$ cat src/rtl/fsrp_defs.vh
// Constants for the flash status register and write-protection block.
`ifndef FSRP_DEFS_VH
`define FSRP_DEFS_VH

// ****************************************************************
// Command opcodes
// ****************************************************************
`define FSRP_OP_WREN 8'h06
`define FSRP_OP_WRDI 8'h04
`define FSRP_OP_RDSR1 8'h05
`define FSRP_OP_RDSR2 8'h35
`define FSRP_OP_RDSR3 8'h15
`define FSRP_OP_WRSR1 8'h01
`define FSRP_OP_WRSR2 8'h31
`define FSRP_OP_WRSR3 8'h11
`define FSRP_OP_VOL_WREN 8'h50
`define FSRP_OP_SUSPEND 8'h75
`define FSRP_OP_RESUME 8'h7a
`define FSRP_OP_PAGE_PROG 8'h02
`define FSRP_OP_ERASE_4K 8'h20
`define FSRP_OP_ERASE_32K 8'h52
`define FSRP_OP_ERASE_64K 8'hd8
`define FSRP_OP_CHIP_ERASE1 8'h60
`define FSRP_OP_CHIP_ERASE2 8'hc7
`define FSRP_OP_SEC_PROG 8'h42
`define FSRP_OP_SEC_ERASE 8'h44

// ****************************************************************
// Writable-bit masks and reset values
// ****************************************************************
`define FSRP_SR1_WMASK 8'hfc
`define FSRP_SR2_WMASK 8'h7b
`define FSRP_SR3_WMASK 8'h60
`define FSRP_SR1_RESET 8'h00
`define FSRP_SR2_RESET 8'h00
`define FSRP_SR3_RESET 8'h60

// ****************************************************************
// Field positions
// ****************************************************************
`define FSRP_SR1_LOCK_LO 7
`define FSRP_SR2_LOCK_HI 0
`define FSRP_SR2_QE 1
`define FSRP_SR2_CMP 6

// ****************************************************************
// Timing
// ****************************************************************
`define FSRP_CLK_PERIOD_NS 10
`define FSRP_T_WSR_NS 5000000
// Stored-write time in clock cycles, sized to the 24-bit cycle counter.
`define FSRP_WSR_CYCLES 24'd500000

// ****************************************************************
// Status write target select
// ****************************************************************
`define FSRP_SEL_SR1 2'h1
`define FSRP_SEL_SR2 2'h2
`define FSRP_SEL_SR3 2'h3

`endif

$ cat src/rtl/fsrp_sync.v
// Two-flip-flop synchroniser for a group of asynchronous inputs.
`timescale 1ns/1ps
`default_nettype none
module fsrp_sync #(
    parameter WIDTH = 1
) (
    input wire i_sys_clk, // System clock.
    input wire i_reset, // Asynchronous reset, active high.
    input wire i_ce, // Clock enable.
    input wire [WIDTH-1:0] i_async, // Inputs from outside the clock domain.
    output wire [WIDTH-1:0] o_sync // Synchronised inputs.
);

    // ****************************************************************
    // One two-stage chain per bit
    // ****************************************************************
    genvar g;
    generate
        for (g = 0; g < WIDTH; g = g + 1) begin : gen_bit
            reg meta_q;
            reg sync_q;
            // The first stage is read only by the second stage.
            always @(posedge i_sys_clk or posedge i_reset) begin
                if (i_reset) begin
                    meta_q <= 1'b1;
                    sync_q <= 1'b1;
                end else if (i_ce) begin
                    meta_q <= i_async[g];
                    sync_q <= meta_q;
                end
            end
            assign o_sync[g] = sync_q;
        end
    endgenerate

endmodule
`default_nettype wire

$ cat src/rtl/fsrp_status_regs.v
// Status registers, write latch and status-write protection of a serial flash.
`timescale 1ns/1ps
`default_nettype none
`include "fsrp_defs.vh"
module fsrp_status_regs #(
    parameter [23:0] WSR_CYCLES = `FSRP_WSR_CYCLES
) (
    input wire i_sys_clk, // System clock, 100 MHz.
    input wire i_reset, // Power-up reset, asynchronous, active high.
    input wire i_ce, // Clock enable; low freezes all state.
    input wire i_spi_sclk, // Serial clock pin.
    input wire i_spi_cs_n, // Chip select pin, active low.
    input wire i_spi_si, // Serial data in pin.
    input wire i_wp_n, // Write-protect pin, active low.
    input wire i_hold_n, // Hold pin, active low.
    input wire i_soft_reset, // Reset operation pulse from command logic.
    input wire [7:0] i_nv_sr1, // Stored first status byte.
    input wire [7:0] i_nv_sr2, // Stored second status byte.
    input wire [7:0] i_nv_sr3, // Stored third status byte.
    input wire i_array_busy, // Array program or erase running.
    input wire i_array_erase, // Running array operation is an erase.
    input wire i_array_done, // Array write completed or aborted, pulse.
    output reg o_spi_so, // Serial data out.
    output reg o_so_oe, // Output enable of serial data out.
    output reg o_array_cmd, // Accepted array write opcode, pulse.
    output reg [7:0] o_array_opcode, // Opcode for the array engine.
    output reg o_suspend_req, // Suspend request, pulse.
    output reg o_resume_req, // Resume request, pulse.
    output reg o_nv_wr, // Store a status byte, pulse.
    output reg [1:0] o_nv_wr_sel, // Which status byte to store.
    output reg [7:0] o_nv_wr_data, // Byte to store.
    output reg o_write_latch, // Write latch state.
    output reg o_busy, // Busy flag.
    output reg o_quad_io_enable, // Protect pin is a data line; the hold pin still holds.
    output reg [1:0] o_drive_strength, // Output drive strength select.
    output reg [2:0] o_sec_lock, // Security page 2..0 locks.
    output reg [5:0] o_prot_index // Protection table index {inv,gran,top,amt}.
);

    // ****************************************************************
    // Pin synchronisation and edge detection
    // ****************************************************************
    wire [4:0] pins_s;
    fsrp_sync #(.WIDTH(5)) u_sync (
        .i_sys_clk(i_sys_clk),
        .i_reset(i_reset),
        .i_ce(i_ce),
        .i_async({i_hold_n, i_wp_n, i_spi_si, i_spi_cs_n, i_spi_sclk}),
        .o_sync(pins_s)
    );
    wire sclk_s = pins_s[0];
    wire cs_n_s = pins_s[1];
    wire si_s = pins_s[2];
    wire wp_n_s = pins_s[3];
    wire hold_n_s = pins_s[4];

    reg sclk_prev_q;
    reg cs_prev_q;
    // Serial clock edges are seen only while selected and not held.
    wire sclk_rise = sclk_s & ~sclk_prev_q & ~cs_n_s & hold_n_s;
    wire sclk_fall = ~sclk_s & sclk_prev_q & ~cs_n_s & hold_n_s;
    wire cs_rise = cs_n_s & ~cs_prev_q;

    // ****************************************************************
    // State
    // ****************************************************************
    reg [4:0] bitcnt_q;
    reg [7:0] shin_q;
    reg [7:0] opcode_q;
    reg [7:0] data_q;
    reg [7:0] v1_q;
    reg [7:0] v2_q;
    reg [7:0] v3_q;
    reg wel_q;
    reg vol_pend_q;
    reg wsr_busy_q;
    reg [23:0] wsr_cnt_q;
    reg erase_paused_q;
    reg prog_paused_q;
    reg load_pend_q;
    reg rd_act_q;
    reg [1:0] rd_sel_q;
    reg [2:0] rd_bit_q;
    reg [7:0] so_shift_q;

    // ****************************************************************
    // Live status bytes
    // ****************************************************************
    wire busy = wsr_busy_q | i_array_busy;
    // Writable bits come from the working copy, the rest from hardware.
    wire [7:0] sr1 = v1_q | {6'h00, wel_q, busy};
    wire [7:0] sr2 = v2_q | {erase_paused_q, 4'h0, prog_paused_q, 2'h0};
    wire [7:0] sr3 = v3_q;
    wire lock_hi = v2_q[`FSRP_SR2_LOCK_HI];
    wire lock_lo = v1_q[`FSRP_SR1_LOCK_LO];
    // In quad mode the protect pin carries data, so it does not protect.
    wire wp_level = wp_n_s | v2_q[`FSRP_SR2_QE];
    // Lock combinations: 00 open, 01 follows pin, 10 and 11 locked.
    wire lock_open = (~lock_hi & ~lock_lo)
        | (~lock_hi & lock_lo & wp_level);

    // ****************************************************************
    // Opcode decode
    // ****************************************************************
    wire [7:0] op_now = {shin_q[6:0], si_s};
    wire op_arr = (op_now == `FSRP_OP_PAGE_PROG) || (op_now == `FSRP_OP_ERASE_4K)
        || (op_now == `FSRP_OP_ERASE_32K) || (op_now == `FSRP_OP_ERASE_64K)
        || (op_now == `FSRP_OP_CHIP_ERASE1) || (op_now == `FSRP_OP_CHIP_ERASE2)
        || (op_now == `FSRP_OP_SEC_PROG) || (op_now == `FSRP_OP_SEC_ERASE);
    wire op_rd = (op_now == `FSRP_OP_RDSR1) || (op_now == `FSRP_OP_RDSR2)
        || (op_now == `FSRP_OP_RDSR3);
    wire full_op = (bitcnt_q >= 5'd8);
    wire one_byte = (bitcnt_q == 5'd8);
    wire is_wsr = (opcode_q == `FSRP_OP_WRSR1) || (opcode_q == `FSRP_OP_WRSR2)
        || (opcode_q == `FSRP_OP_WRSR3);
    wire vol_wr = vol_pend_q & (opcode_q == `FSRP_OP_WRSR1);
    // A status write needs exactly one data byte, a free device and a lock check.
    wire wsr_ok = (bitcnt_q == 5'd16) & ~busy & lock_open
        & (wel_q | vol_wr);

    // Merge the data byte into the chosen register, writable bits only.
    reg [1:0] wsel;
    reg [7:0] wnew;
    always @* begin
        wsel = `FSRP_SEL_SR1;
        wnew = (v1_q & ~`FSRP_SR1_WMASK) | (data_q & `FSRP_SR1_WMASK);
        if (opcode_q == `FSRP_OP_WRSR2) begin
            wsel = `FSRP_SEL_SR2;
            wnew = (v2_q & ~`FSRP_SR2_WMASK) | (data_q & `FSRP_SR2_WMASK);
        end else if (opcode_q == `FSRP_OP_WRSR3) begin
            wsel = `FSRP_SEL_SR3;
            wnew = (v3_q & ~`FSRP_SR3_WMASK) | (data_q & `FSRP_SR3_WMASK);
        end
    end

    // Byte selected for the read shifter.
    wire [7:0] rd_byte = (rd_sel_q == `FSRP_SEL_SR2) ? sr2 :
        (rd_sel_q == `FSRP_SEL_SR3) ? sr3 : sr1;

    // ****************************************************************
    // Serial front end: bit counter, shifter, opcode and data capture
    // ****************************************************************
    always @(posedge i_sys_clk or posedge i_reset) begin
        if (i_reset) begin
            sclk_prev_q <= 1'b0;
            cs_prev_q <= 1'b1;
            bitcnt_q <= 5'h00;
            shin_q <= 8'h00;
            opcode_q <= 8'h00;
            data_q <= 8'h00;
        end else if (i_ce) begin
            sclk_prev_q <= sclk_s;
            cs_prev_q <= cs_n_s;
            if (cs_n_s) begin
                bitcnt_q <= 5'h00;
            end else if (sclk_rise) begin
                shin_q <= op_now;
                if (bitcnt_q != 5'h1f) begin
                    bitcnt_q <= bitcnt_q + 5'h01;
                end
                if (bitcnt_q == 5'd7) begin
                    opcode_q <= op_now;
                end
                if (bitcnt_q == 5'd15) begin
                    data_q <= op_now;
                end
            end
        end
    end

    // ****************************************************************
    // Status read: reload a fresh byte every eight clocks
    // ****************************************************************
    always @(posedge i_sys_clk or posedge i_reset) begin
        if (i_reset) begin
            rd_act_q <= 1'b0;
            rd_sel_q <= `FSRP_SEL_SR1;
            rd_bit_q <= 3'h0;
            so_shift_q <= 8'h00;
            o_spi_so <= 1'b0;
            o_so_oe <= 1'b0;
        end else if (i_ce) begin
            if (cs_n_s) begin
                rd_act_q <= 1'b0;
                o_so_oe <= 1'b0;
            end else if (sclk_rise && bitcnt_q == 5'd7 && op_rd) begin
                rd_act_q <= 1'b1;
                rd_bit_q <= 3'h0;
                rd_sel_q <= (op_now == `FSRP_OP_RDSR2) ? `FSRP_SEL_SR2 :
                    (op_now == `FSRP_OP_RDSR3) ? `FSRP_SEL_SR3 : `FSRP_SEL_SR1;
            end else if (sclk_fall && rd_act_q) begin
                o_so_oe <= 1'b1;
                rd_bit_q <= rd_bit_q + 3'h1;
                if (rd_bit_q == 3'h0) begin
                    o_spi_so <= rd_byte[7];
                    so_shift_q <= {rd_byte[6:0], 1'b0};
                end else begin
                    o_spi_so <= so_shift_q[7];
                    so_shift_q <= {so_shift_q[6:0], 1'b0};
                end
            end
        end
    end

    // ****************************************************************
    // Write latch, working copy, status write cycle and suspend flags
    // ****************************************************************
    always @(posedge i_sys_clk or posedge i_reset) begin
        if (i_reset) begin
            wel_q <= 1'b0;
            v1_q <= `FSRP_SR1_RESET;
            v2_q <= `FSRP_SR2_RESET;
            v3_q <= `FSRP_SR3_RESET;
            load_pend_q <= 1'b1;
            vol_pend_q <= 1'b0;
            wsr_busy_q <= 1'b0;
            wsr_cnt_q <= 24'h000000;
            erase_paused_q <= 1'b0;
            prog_paused_q <= 1'b0;
            o_array_cmd <= 1'b0;
            o_array_opcode <= 8'h00;
            o_suspend_req <= 1'b0;
            o_resume_req <= 1'b0;
            o_nv_wr <= 1'b0;
            o_nv_wr_sel <= `FSRP_SEL_SR1;
            o_nv_wr_data <= 8'h00;
        end else if (i_ce) begin
            o_array_cmd <= 1'b0;
            o_suspend_req <= 1'b0;
            o_resume_req <= 1'b0;
            o_nv_wr <= 1'b0;
            if (load_pend_q) begin
                // Copy stored bits once after release; lock-down never survives.
                load_pend_q <= 1'b0;
                v1_q <= i_nv_sr1 & `FSRP_SR1_WMASK;
                v2_q <= i_nv_sr2 & `FSRP_SR2_WMASK;
                v3_q <= i_nv_sr3 & `FSRP_SR3_WMASK;
                if (i_nv_sr2[`FSRP_SR2_LOCK_HI] && !i_nv_sr1[`FSRP_SR1_LOCK_LO]) begin
                    v1_q[`FSRP_SR1_LOCK_LO] <= 1'b0;
                    v2_q[`FSRP_SR2_LOCK_HI] <= 1'b0;
                end
            end else if (i_soft_reset) begin
                wel_q <= 1'b0;
                vol_pend_q <= 1'b0;
            end else begin
                // Array write opcode taken only with the latch set.
                if (sclk_rise && bitcnt_q == 5'd7 && op_arr && wel_q && !busy) begin
                    o_array_cmd <= 1'b1;
                    o_array_opcode <= op_now;
                end
                // Array write ended or aborted after a full opcode.
                if (i_array_done) begin
                    wel_q <= 1'b0;
                end
                // Self-timed status write cycle.
                if (wsr_busy_q) begin
                    if (wsr_cnt_q >= WSR_CYCLES - 24'h000001) begin
                        wsr_busy_q <= 1'b0;
                        wel_q <= 1'b0;
                    end else begin
                        wsr_cnt_q <= wsr_cnt_q + 24'h000001;
                    end
                end
                // Commands that act when chip select rises; short frames do nothing.
                if (cs_rise && full_op) begin
                    if (one_byte && opcode_q == `FSRP_OP_WREN && !busy) begin
                        wel_q <= 1'b1;
                    end
                    if (one_byte && opcode_q == `FSRP_OP_WRDI && !busy) begin
                        wel_q <= 1'b0;
                    end
                    if (one_byte && opcode_q == `FSRP_OP_VOL_WREN) begin
                        vol_pend_q <= 1'b1;
                    end
                    if (one_byte && opcode_q == `FSRP_OP_SUSPEND && i_array_busy) begin
                        o_suspend_req <= 1'b1;
                        erase_paused_q <= erase_paused_q | i_array_erase;
                        prog_paused_q <= prog_paused_q | ~i_array_erase;
                    end
                    if (one_byte && opcode_q == `FSRP_OP_RESUME
                        && (erase_paused_q || prog_paused_q)) begin
                        o_resume_req <= 1'b1;
                        // A paused program resumes first; a paused erase only after it.
                        prog_paused_q <= 1'b0;
                        erase_paused_q <= erase_paused_q & prog_paused_q;
                    end
                    if (is_wsr) begin
                        if (opcode_q == `FSRP_OP_WRSR1) begin
                            vol_pend_q <= 1'b0;
                        end
                        if (wsr_ok) begin
                            case (wsel)
                                `FSRP_SEL_SR2: v2_q <= wnew;
                                `FSRP_SEL_SR3: v3_q <= wnew;
                                default: v1_q <= wnew;
                            endcase
                            if (!vol_wr) begin
                                // Stored write: start the long cycle.
                                wsr_busy_q <= 1'b1;
                                wsr_cnt_q <= 24'h000000;
                                o_nv_wr <= 1'b1;
                                o_nv_wr_sel <= wsel;
                                o_nv_wr_data <= wnew;
                            end
                            // A volatile write ends here with no busy time.
                        end else if (!vol_wr) begin
                            wel_q <= 1'b0;
                        end
                    end
                end
            end
        end
    end

    // ****************************************************************
    // Registered status outputs
    // ****************************************************************
    always @(posedge i_sys_clk or posedge i_reset) begin
        if (i_reset) begin
            o_write_latch <= 1'b0;
            o_busy <= 1'b0;
            o_quad_io_enable <= 1'b0;
            o_drive_strength <= 2'h3;
            o_sec_lock <= 3'h0;
            o_prot_index <= 6'h00;
        end else if (i_ce) begin
            o_write_latch <= wel_q;
            o_busy <= busy;
            o_quad_io_enable <= v2_q[`FSRP_SR2_QE];
            o_drive_strength <= v3_q[6:5];
            o_sec_lock <= v2_q[5:3];
            // Index {invert, granularity, top/bottom, amount} for the range table.
            o_prot_index <= {v2_q[`FSRP_SR2_CMP], v1_q[6:2]};
        end
    end

endmodule
`default_nettype wire

$ cat config.mk
export PLATFORM = sky130hd
export DESIGN_NAME = fsrp_status_regs
export DESIGN_NICKNAME = d
export VERILOG_FILES = /design/src/rtl/fsrp_sync.v /design/src/rtl/fsrp_status_regs.v
export VERILOG_INCLUDE_DIRS = /design/src /design/src/rtl
export SDC_FILE = /design/constraint.sdc
export NUM_CORES = 1
export LEC_CHECK = 0
export ABC_AREA = 1
export ABC_CLOCK_PERIOD_IN_PS = 17700
export BUFFER_PORTS_ARGS = -buffer_cell sky130_fd_sc_hd__buf_2
export CAP_MARGIN = 10
export CORE_MARGIN = 2
export CORE_UTILIZATION = 66
export CTS_BUF_LIST = sky130_fd_sc_hd__clkbuf_4
export DETAILED_ROUTE_END_ITERATION = 16
export PLACE_DENSITY = 0.95
export SYNTH_ARGS = -nofsm -noshare
export SYNTH_HDL_FRONTEND = slang
export SYNTH_SLANG_ARGS = --single-unit
$ cat constraint.sdc
create_clock -name i_sys_clk -period 17.7 [get_ports i_sys_clk]
set_input_delay 5.31 -clock i_sys_clk [delete_from_list [all_inputs] [get_ports i_sys_clk]]
set_output_delay 5.31 -clock i_sys_clk [all_outputs]
set_load 0.02 [all_outputs]
======== Word-level counts from Yosys, hierarchy flattened ========
Cells that the tools add are included.
word-level totals
  bits in registers ....................... 146
  output and inout bits ................... 38
  word-level logic and storage cells ...... 270
cells by class
  add/sub/neg operators ................... 3
  $lt $le $gt $ge ......................... 2
  eq/ne operators ......................... 31
  muxes and demuxes ....................... 88
  bitwise logic cells ..................... 38
  reduce and logical (&&, ||, !) cells .... 63
operators by type and width
  kind                                                                     number
  8-bit two-way mux                                                        23
  24-bit two-way mux                                                       6
  8-bit by 7-bit equality test with 1-bit output, second input constant    7
  1-bit two-way mux                                                        50
  24-bit by 1-bit adder with 24-bit output, second input constant          1
  8-bit by 3-bit equality test with 1-bit output, second input constant    3
  8-bit by 6-bit equality test with 1-bit output, second input constant    3
  24-bit by 19-bit >= comparator with 1-bit output, second input constant  1
  2-bit nonzero test                                                       12
  3-bit AND reduction                                                      7
  6-bit AND reduction                                                      3
  1-bit logical AND                                                        17
  8-bit by 5-bit equality test with 1-bit output, second input constant    2
  8-bit equality test, second input constant                               2
  8-bit by 7-bit OR with 8-bit output                                      2
  4-bit AND reduction                                                      4
  1-bit bitwise AND                                                        15
  5-bit two-way mux                                                        3
  1-bit logical OR                                                         12
  1-bit NOT                                                                12
  5-bit by 4-bit equality test with 1-bit output, second input constant    2
  2-bit equality test, second input constant                               4
  8-bit by 1-bit equality test with 1-bit output, second input constant    1
  8-bit by 2-bit equality test with 1-bit output, second input constant    1
  other kinds (19)                                                         32

======== Longest topological paths before layout ========
  depth after elaboration ................. 14
  depth in mapped cells ................... 13

======== By module ========
A second synthesis with hierarchy kept.
unflattened totals
  cells, all modules ...................... 909
  area total of the unflattened synthesis .. 7372.1 um^2
modules (own cells, without submodules)
  module            instances  cells an instance  area each (um^2)  seq. area each (um^2)
  fsrp_status_regs  1          861                6940.4            3388.2
  fsrp_sync         1          48                 431.7             262.8

======== Worst setup path before layout ========
No wires, ideal clock.
  kind .................................... input port to flip-flop
  start point ............................. input i_ce
  end point ............................... register o_array_opcode[0]
  library setup time ...................... 0.117 ns
  data arrival time ....................... 6.302 ns
  data required time ...................... 17.583 ns
  setup slack ............................. 11.281 ns
  stages on the path ...................... 7
  cells stage by stage .................... inv_2 -> nor2_4 -> nand2_2 -> nor4_4 -> nand2_4 -> nand2_1 -> nand2_1
on the way
  word-level cells in the longest chain between the ends .. 1
ends and longest elaborated chain
  what                           RTL line                source
  from (decl)                    fsrp_status_regs.v:10   input wire i_ce,
  4-bit AND reduction (no line)  -
  to (signal assigned)           fsrp_status_regs.v:249  o_array_opcode <= op_now;
  to (decl)                      fsrp_status_regs.v:26   output reg [7:0] o_array_opcode,
No other way between the ends.
A chain may end at the register's enable or synchronous reset.

======== Final worst setup path ========
  start point ............................. input i_ce
  end point ............................... register wsr_cnt_q[8]
on the way
  word-level cells in the longest chain between the ends .. 1
ends and longest elaborated chain
  what                           RTL line                source
  3-bit AND reduction (no line)  -
  to (signal assigned)           fsrp_status_regs.v:261  wsr_cnt_q <= wsr_cnt_q + 24'h000001;
  to (decl)                      fsrp_status_regs.v:77   reg [23:0] wsr_cnt_q;
No other way between the ends.

==> results.txt <==
----------------------------------------------------
[Run status]
  Result of the run ... finished, final reports clean

[Routing]
  Number of remaining DRC errors ... 0
  Routed vias ... 6374
  Number of detailed-routing iterations run before antenna repair ... 7
  Overall routed net length ... 16700 um
  Via/cell ratio ... 5.71
  Initial DRC count ... 689
  Number of nets with antenna violations after routing ... 0
  Routed wirelength normalized by instance count ... 14.9 um

[STA]
  Setup violation total in the final timing report ... 0
  Final worst-path cycle share ... 0.426
  Final worst slack ... 10.16 ns
  Unrepaired setup endpoints after global routing ... no
  Actual transition at the worst max-transition pin ... 0.895 ns
  Relative slew margins ... 0.401
  Max Clock Freq ... 133 MHz
  Worst Clk Skew ... 0.0352 ns
  Final min period ... 7.54 ns
  Number of max-slew violations in the final report ... 0
  Final-report hold violation count ... 0
  Worst hold-check slack ... 0.471 ns
  Setup total negative slack ... 0 ns

[Global routing]
  Global-route wire length before repair ... 27100 um
  Global routing usage summed across all routing layers ... 0.297
  Maximum number of pins on one net before global-route repair ... 87
  Residual overflow from global routing ... 0
  Number of antenna violations at the first check in global routing ... 0
  Vias in the first global route ... 5854

[Worst setup path]
  Setup Crit Path Kind ... input pin to register
  Origin of the critical flop-to-flop path ... wsr_busy_q$_DFFE_PP0P_
  Capturing element type of the critical path ... register
  Critical Path Start Type ... input pin
  Reg2Reg Setup Slack ... 15.21 ns
  Endpoint of the lowest-slack register-to-register path ... wsr_cnt_q[8]$_DFFE_PP0P_
  Cell depth of the worst flop-to-flop path ... 10
  Arrival time of data at the critical path endpoint ... 8.00 ns
  Worst-path maximum fanout ... 33
  Worst Path Required ... 18.16 ns

[Pwr]
  Leakage power ... 4.23 nW
  Total power after layout ... 0.592 mW
  Switch share ... 0.278
  Power Internal ... 0.428 mW
  Total net switching power ... 0.165 mW
  Total power divided by cell area ... 75.8 mW/mm^2
  Peak supply drop ... 45.5 uV
  Share of total power in the clock network ... 0.340
  Power share of the combinational group ... 0.074
  Share of total power in sequential cells ... 0.587

[Synth]
  Netlist Area Pre-Place ... 0.00718 sq mm
  Top cells by area in the synthesized netlist ... sky130_fd_sc_hd__dfrtp_1 44%, sky130_fd_sc_hd__nand2_1 16%, sky130_fd_sc_hd__dfstp_2 6.6%
  Area leader, netlist ... sky130_fd_sc_hd__dfrtp_1
  Area fraction of the dominant cell type after synthesis ... 0.443
  Sequential area share after synthesis ... 0.509
  Most used flip-flop cell after synthesis ... sky130_fd_sc_hd__dfrtp_1
  Synthesized area divided by synthesized cell count ... 7.94 sq um
  Number of instances in the synthesized netlist ... 904
  Syn Nets ... 947
  Count of state elements after synthesis ... 145
  Proportion of synthesized flip-flops having asynchronous set or reset ... 1.00
  Synth warn ... 0
  Number of flops mapped to enable cells by yosys ... 0
  Distinct cell type count of the synthesized netlist ... 43

[Hold path]
  End of the worst hold path ... u_sync.gen_bit[0].meta_q$_DFFE_PP1P_
  Cell depth of the worst hold path ... 2
  Origin of the worst min-delay path ... u_sync.gen_bit[0].meta_q$_DFFE_PP1P_
  Class of the most critical hold timing path ... register to register

[Clock network]
  Cts bufs inserted ... 17
  Post-CTS repair timing setup buffer count ... 0
  Deepest level of the CTS H-tree ... 4
  Worst-case clock buffer depth ... 2
  CTS-repair resized insts ... 0
  Clock Sink Count ... 145
  Latest clock arrival within the worst-skew pair ... 0.55 ns
  Root Buffer Master ... sky130_fd_sc_hd__clkbuf_4
  TritonCTS clock tree ... done
  Clock transition at the registers of the reported paths ... 0.14 ns
  Number of buffers inserted by hold repair at cts ... 0

[Cells and area]
  Final instance count without filler cells ... 1117
  Antenna diode count ... 0
  Signed area change from the synthesized netlist to the final layout ... 8.89%
  Post-layout net count ... 1007
  Filler Cell Count ... 814
  Utilization after layout ... 0.727
  Proportion of layout cells with a drive suffix above 1 ... 0.166
  Final Instance Area ... 0.00782 sq mm

[Placed design]
  Count of placed standard cells including taps ... 1085
  Port Buffer Count ... 63
  DP Wirelength ... 11600 um
  Post-Place Cell Area ... 0.00755 sq mm
  Last weighted congestion value of the routability-driven placer ... 0.976
  Setup slack after placement ... 9.56 ns

[Floorplanning]
  DIE WIDTH ... 108 um
  Standard-cell row count ... 38
  Core outline area ... 0.0107 sq mm
  I/O pin count ... 74
  Starting density of the core ... 0.668
  Die height ... 108 um
  Total Die Area ... 0.0117 sq mm

[Flow run]
  Count of max-cap constraint violations ... 0

----------------------------------------------------
-- worst max-delay path, stage by stage --
cell and delay, ns:
sky130_fd_sc_hd__buf_2 0.48, sky130_fd_sc_hd__inv_2 0.46, sky130_fd_sc_hd__nor2_4 0.23, sky130_fd_sc_hd__nand2_2 0.16
sky130_fd_sc_hd__nor2_2 0.20, sky130_fd_sc_hd__nand3_2 0.11, sky130_fd_sc_hd__nor2_4 0.40, sky130_fd_sc_hd__inv_2 0.31
sky130_fd_sc_hd__nand2_1 0.17, sky130_fd_sc_hd__nand2_1 0.06, sky130_fd_sc_hd__nand2_1 0.05, sky130_fd_sc_hd__inv_1 0.03
-- registers in the layout, summed over array words and instances, names as in the netlist, 2 cells and up --
| signal | cells |
|---|---|
| bitcnt_q | 5 |
| o_nv_wr_sel | 2 |
| u_sync.gen_bit.meta_q | 5 |
| wsr_cnt_q | 24 |
| opcode_q | 8 |
| sr3 | 8 |
| shin_q | 7 |
| o_nv_wr_data | 8 |
| data_q | 8 |
| so_shift_q | 7 |
| o_prot_index | 6 |
| o_array_opcode | 8 |
| v2_q | 8 |
| o_sec_lock | 3 |
| rd_bit_q | 3 |
| u_sync.gen_bit.sync_q | 5 |
| o_drive_strength | 2 |
| v1_q | 8 |
| rd_sel_q | 2 |
-- cell families (layout without fill, tap and decap cells) --
| kind of cell | count (synthesis) | in the layout | synth area share |
|---|---|---|---|
| simple gates | 506 | 506 | 0.311 |
| flops | 145 | 145 | 0.509 |
| buf+inv | 125 | 198 | 0.0720 |
| compound gates | 120 | 120 | 0.0950 |
| fa+ha+maj | 7 | 7 | 0.0122 |
| xor+xnor | 1 | 1 | 0.00122 |
-- worst max path at each step --
stage,startpoint,endpoint,slack (ns),depth (start not counted)
2_1_floorplan,i_reset,bitcnt_q[0]$_DFFE_PP0P_,8.53,1
3_3_place_gp,i_ce,wsr_cnt_q[8]$_DFFE_PP0P_,9.62,12
3_5_place_dp,i_ce,wsr_cnt_q[8]$_DFFE_PP0P_,9.56,12
4_1_cts,i_ce,wsr_cnt_q[8]$_DFFE_PP0P_,10.13,12
5_1_grt,i_ce,wsr_cnt_q[8]$_DFFE_PP0P_,9.94,12
6_report,i_ce,wsr_cnt_q[8]$_DFFE_PP0P_,10.16,12
-- power by group through the flow --
stage	clock network, mW	logic [mW]	registers (mW)
4_1_cts	0.202	0.0434	0.347
3_5_place_dp	0	0.0424	0.353
2_1_floorplan	0	0.0290	0.353
6_report	0.201	0.0436	0.347
5_1_grt	0.218	0.0491	0.349
3_3_place_gp	0	0.0409	0.353
-- Yosys cell counts, types with 10 or more instances --
| master | count |
|---|---|
| sky130_fd_sc_hd__a21oi_1 | 17 |
| sky130_fd_sc_hd__o21ai_0 | 69 |
| sky130_fd_sc_hd__nor2_1 | 76 |
| sky130_fd_sc_hd__nand2_1 | 311 |
| sky130_fd_sc_hd__nand3_1 | 51 |
| sky130_fd_sc_hd__o21ai_2 | 10 |
| sky130_fd_sc_hd__inv_1 | 91 |
| sky130_fd_sc_hd__dfrtp_1 | 127 |
| sky130_fd_sc_hd__dfstp_2 | 18 |
| sky130_fd_sc_hd__nand4_1 | 28 |
| sky130_fd_sc_hd__clkbuf_1 | 12 |
-- routing by layer --
| metal | vias to the layer above | global-route usage | part of all wire |
|---|---|---|---|
| met5 | - | 0 | 0 |
| met4 | 0 | 0.109 | 0.023 |
| met3 | 37 | 0.0482 | 0.078 |
| met2 | 281 | 0.490 | 0.49 |
| met1 | 3022 | 0.400 | 0.41 |
| li1 | 3034 | - | - |
-- cell type report --
class,count,area (sq um),area share
clock inverter,13,126,0.0162
timing repair buffer,64,323,0.0413
tap,140,175,0.0224
clock buffer,19,143,0.0182
inverter,102,388,0.0496
multi-input combinational,634,3010,0.385
sequential,145,3650,0.467
-- cell usage in the layout (no fill, tap or decap), types with 2 or more instances in the layout --
master / n
sky130_fd_sc_hd__nand2_1: 311
sky130_fd_sc_hd__dfrtp_1: 127
sky130_fd_sc_hd__inv_1: 90
sky130_fd_sc_hd__nor2_1: 76
sky130_fd_sc_hd__o21ai_0: 69
sky130_fd_sc_hd__buf_2: 63
sky130_fd_sc_hd__nand3_1: 51
sky130_fd_sc_hd__nand4_1: 28
sky130_fd_sc_hd__clkbuf_4: 19
sky130_fd_sc_hd__dfstp_2: 18
sky130_fd_sc_hd__a21oi_1: 17
sky130_fd_sc_hd__o21ai_2: 10
sky130_fd_sc_hd__inv_2: 9
sky130_fd_sc_hd__nor3_1: 9
sky130_fd_sc_hd__o21ai_1: 9
sky130_fd_sc_hd__ha_1: 7
sky130_fd_sc_hd__nor2_4: 6
sky130_fd_sc_hd__nand2_2: 5
sky130_fd_sc_hd__nor2_2: 5
sky130_fd_sc_hd__inv_6: 5
sky130_fd_sc_hd__clkinvlp_4: 4
sky130_fd_sc_hd__nand2_4: 3
sky130_fd_sc_hd__nor3b_1: 3
sky130_fd_sc_hd__o21bai_1: 3
sky130_fd_sc_hd__o2111ai_1: 3
sky130_fd_sc_hd__clkinv_4: 3
sky130_fd_sc_hd__clkinv_1: 2
sky130_fd_sc_hd__o21a_1: 2
sky130_fd_sc_hd__o22ai_1: 2
No activity file was read; power rests on OpenSTA's default activity.
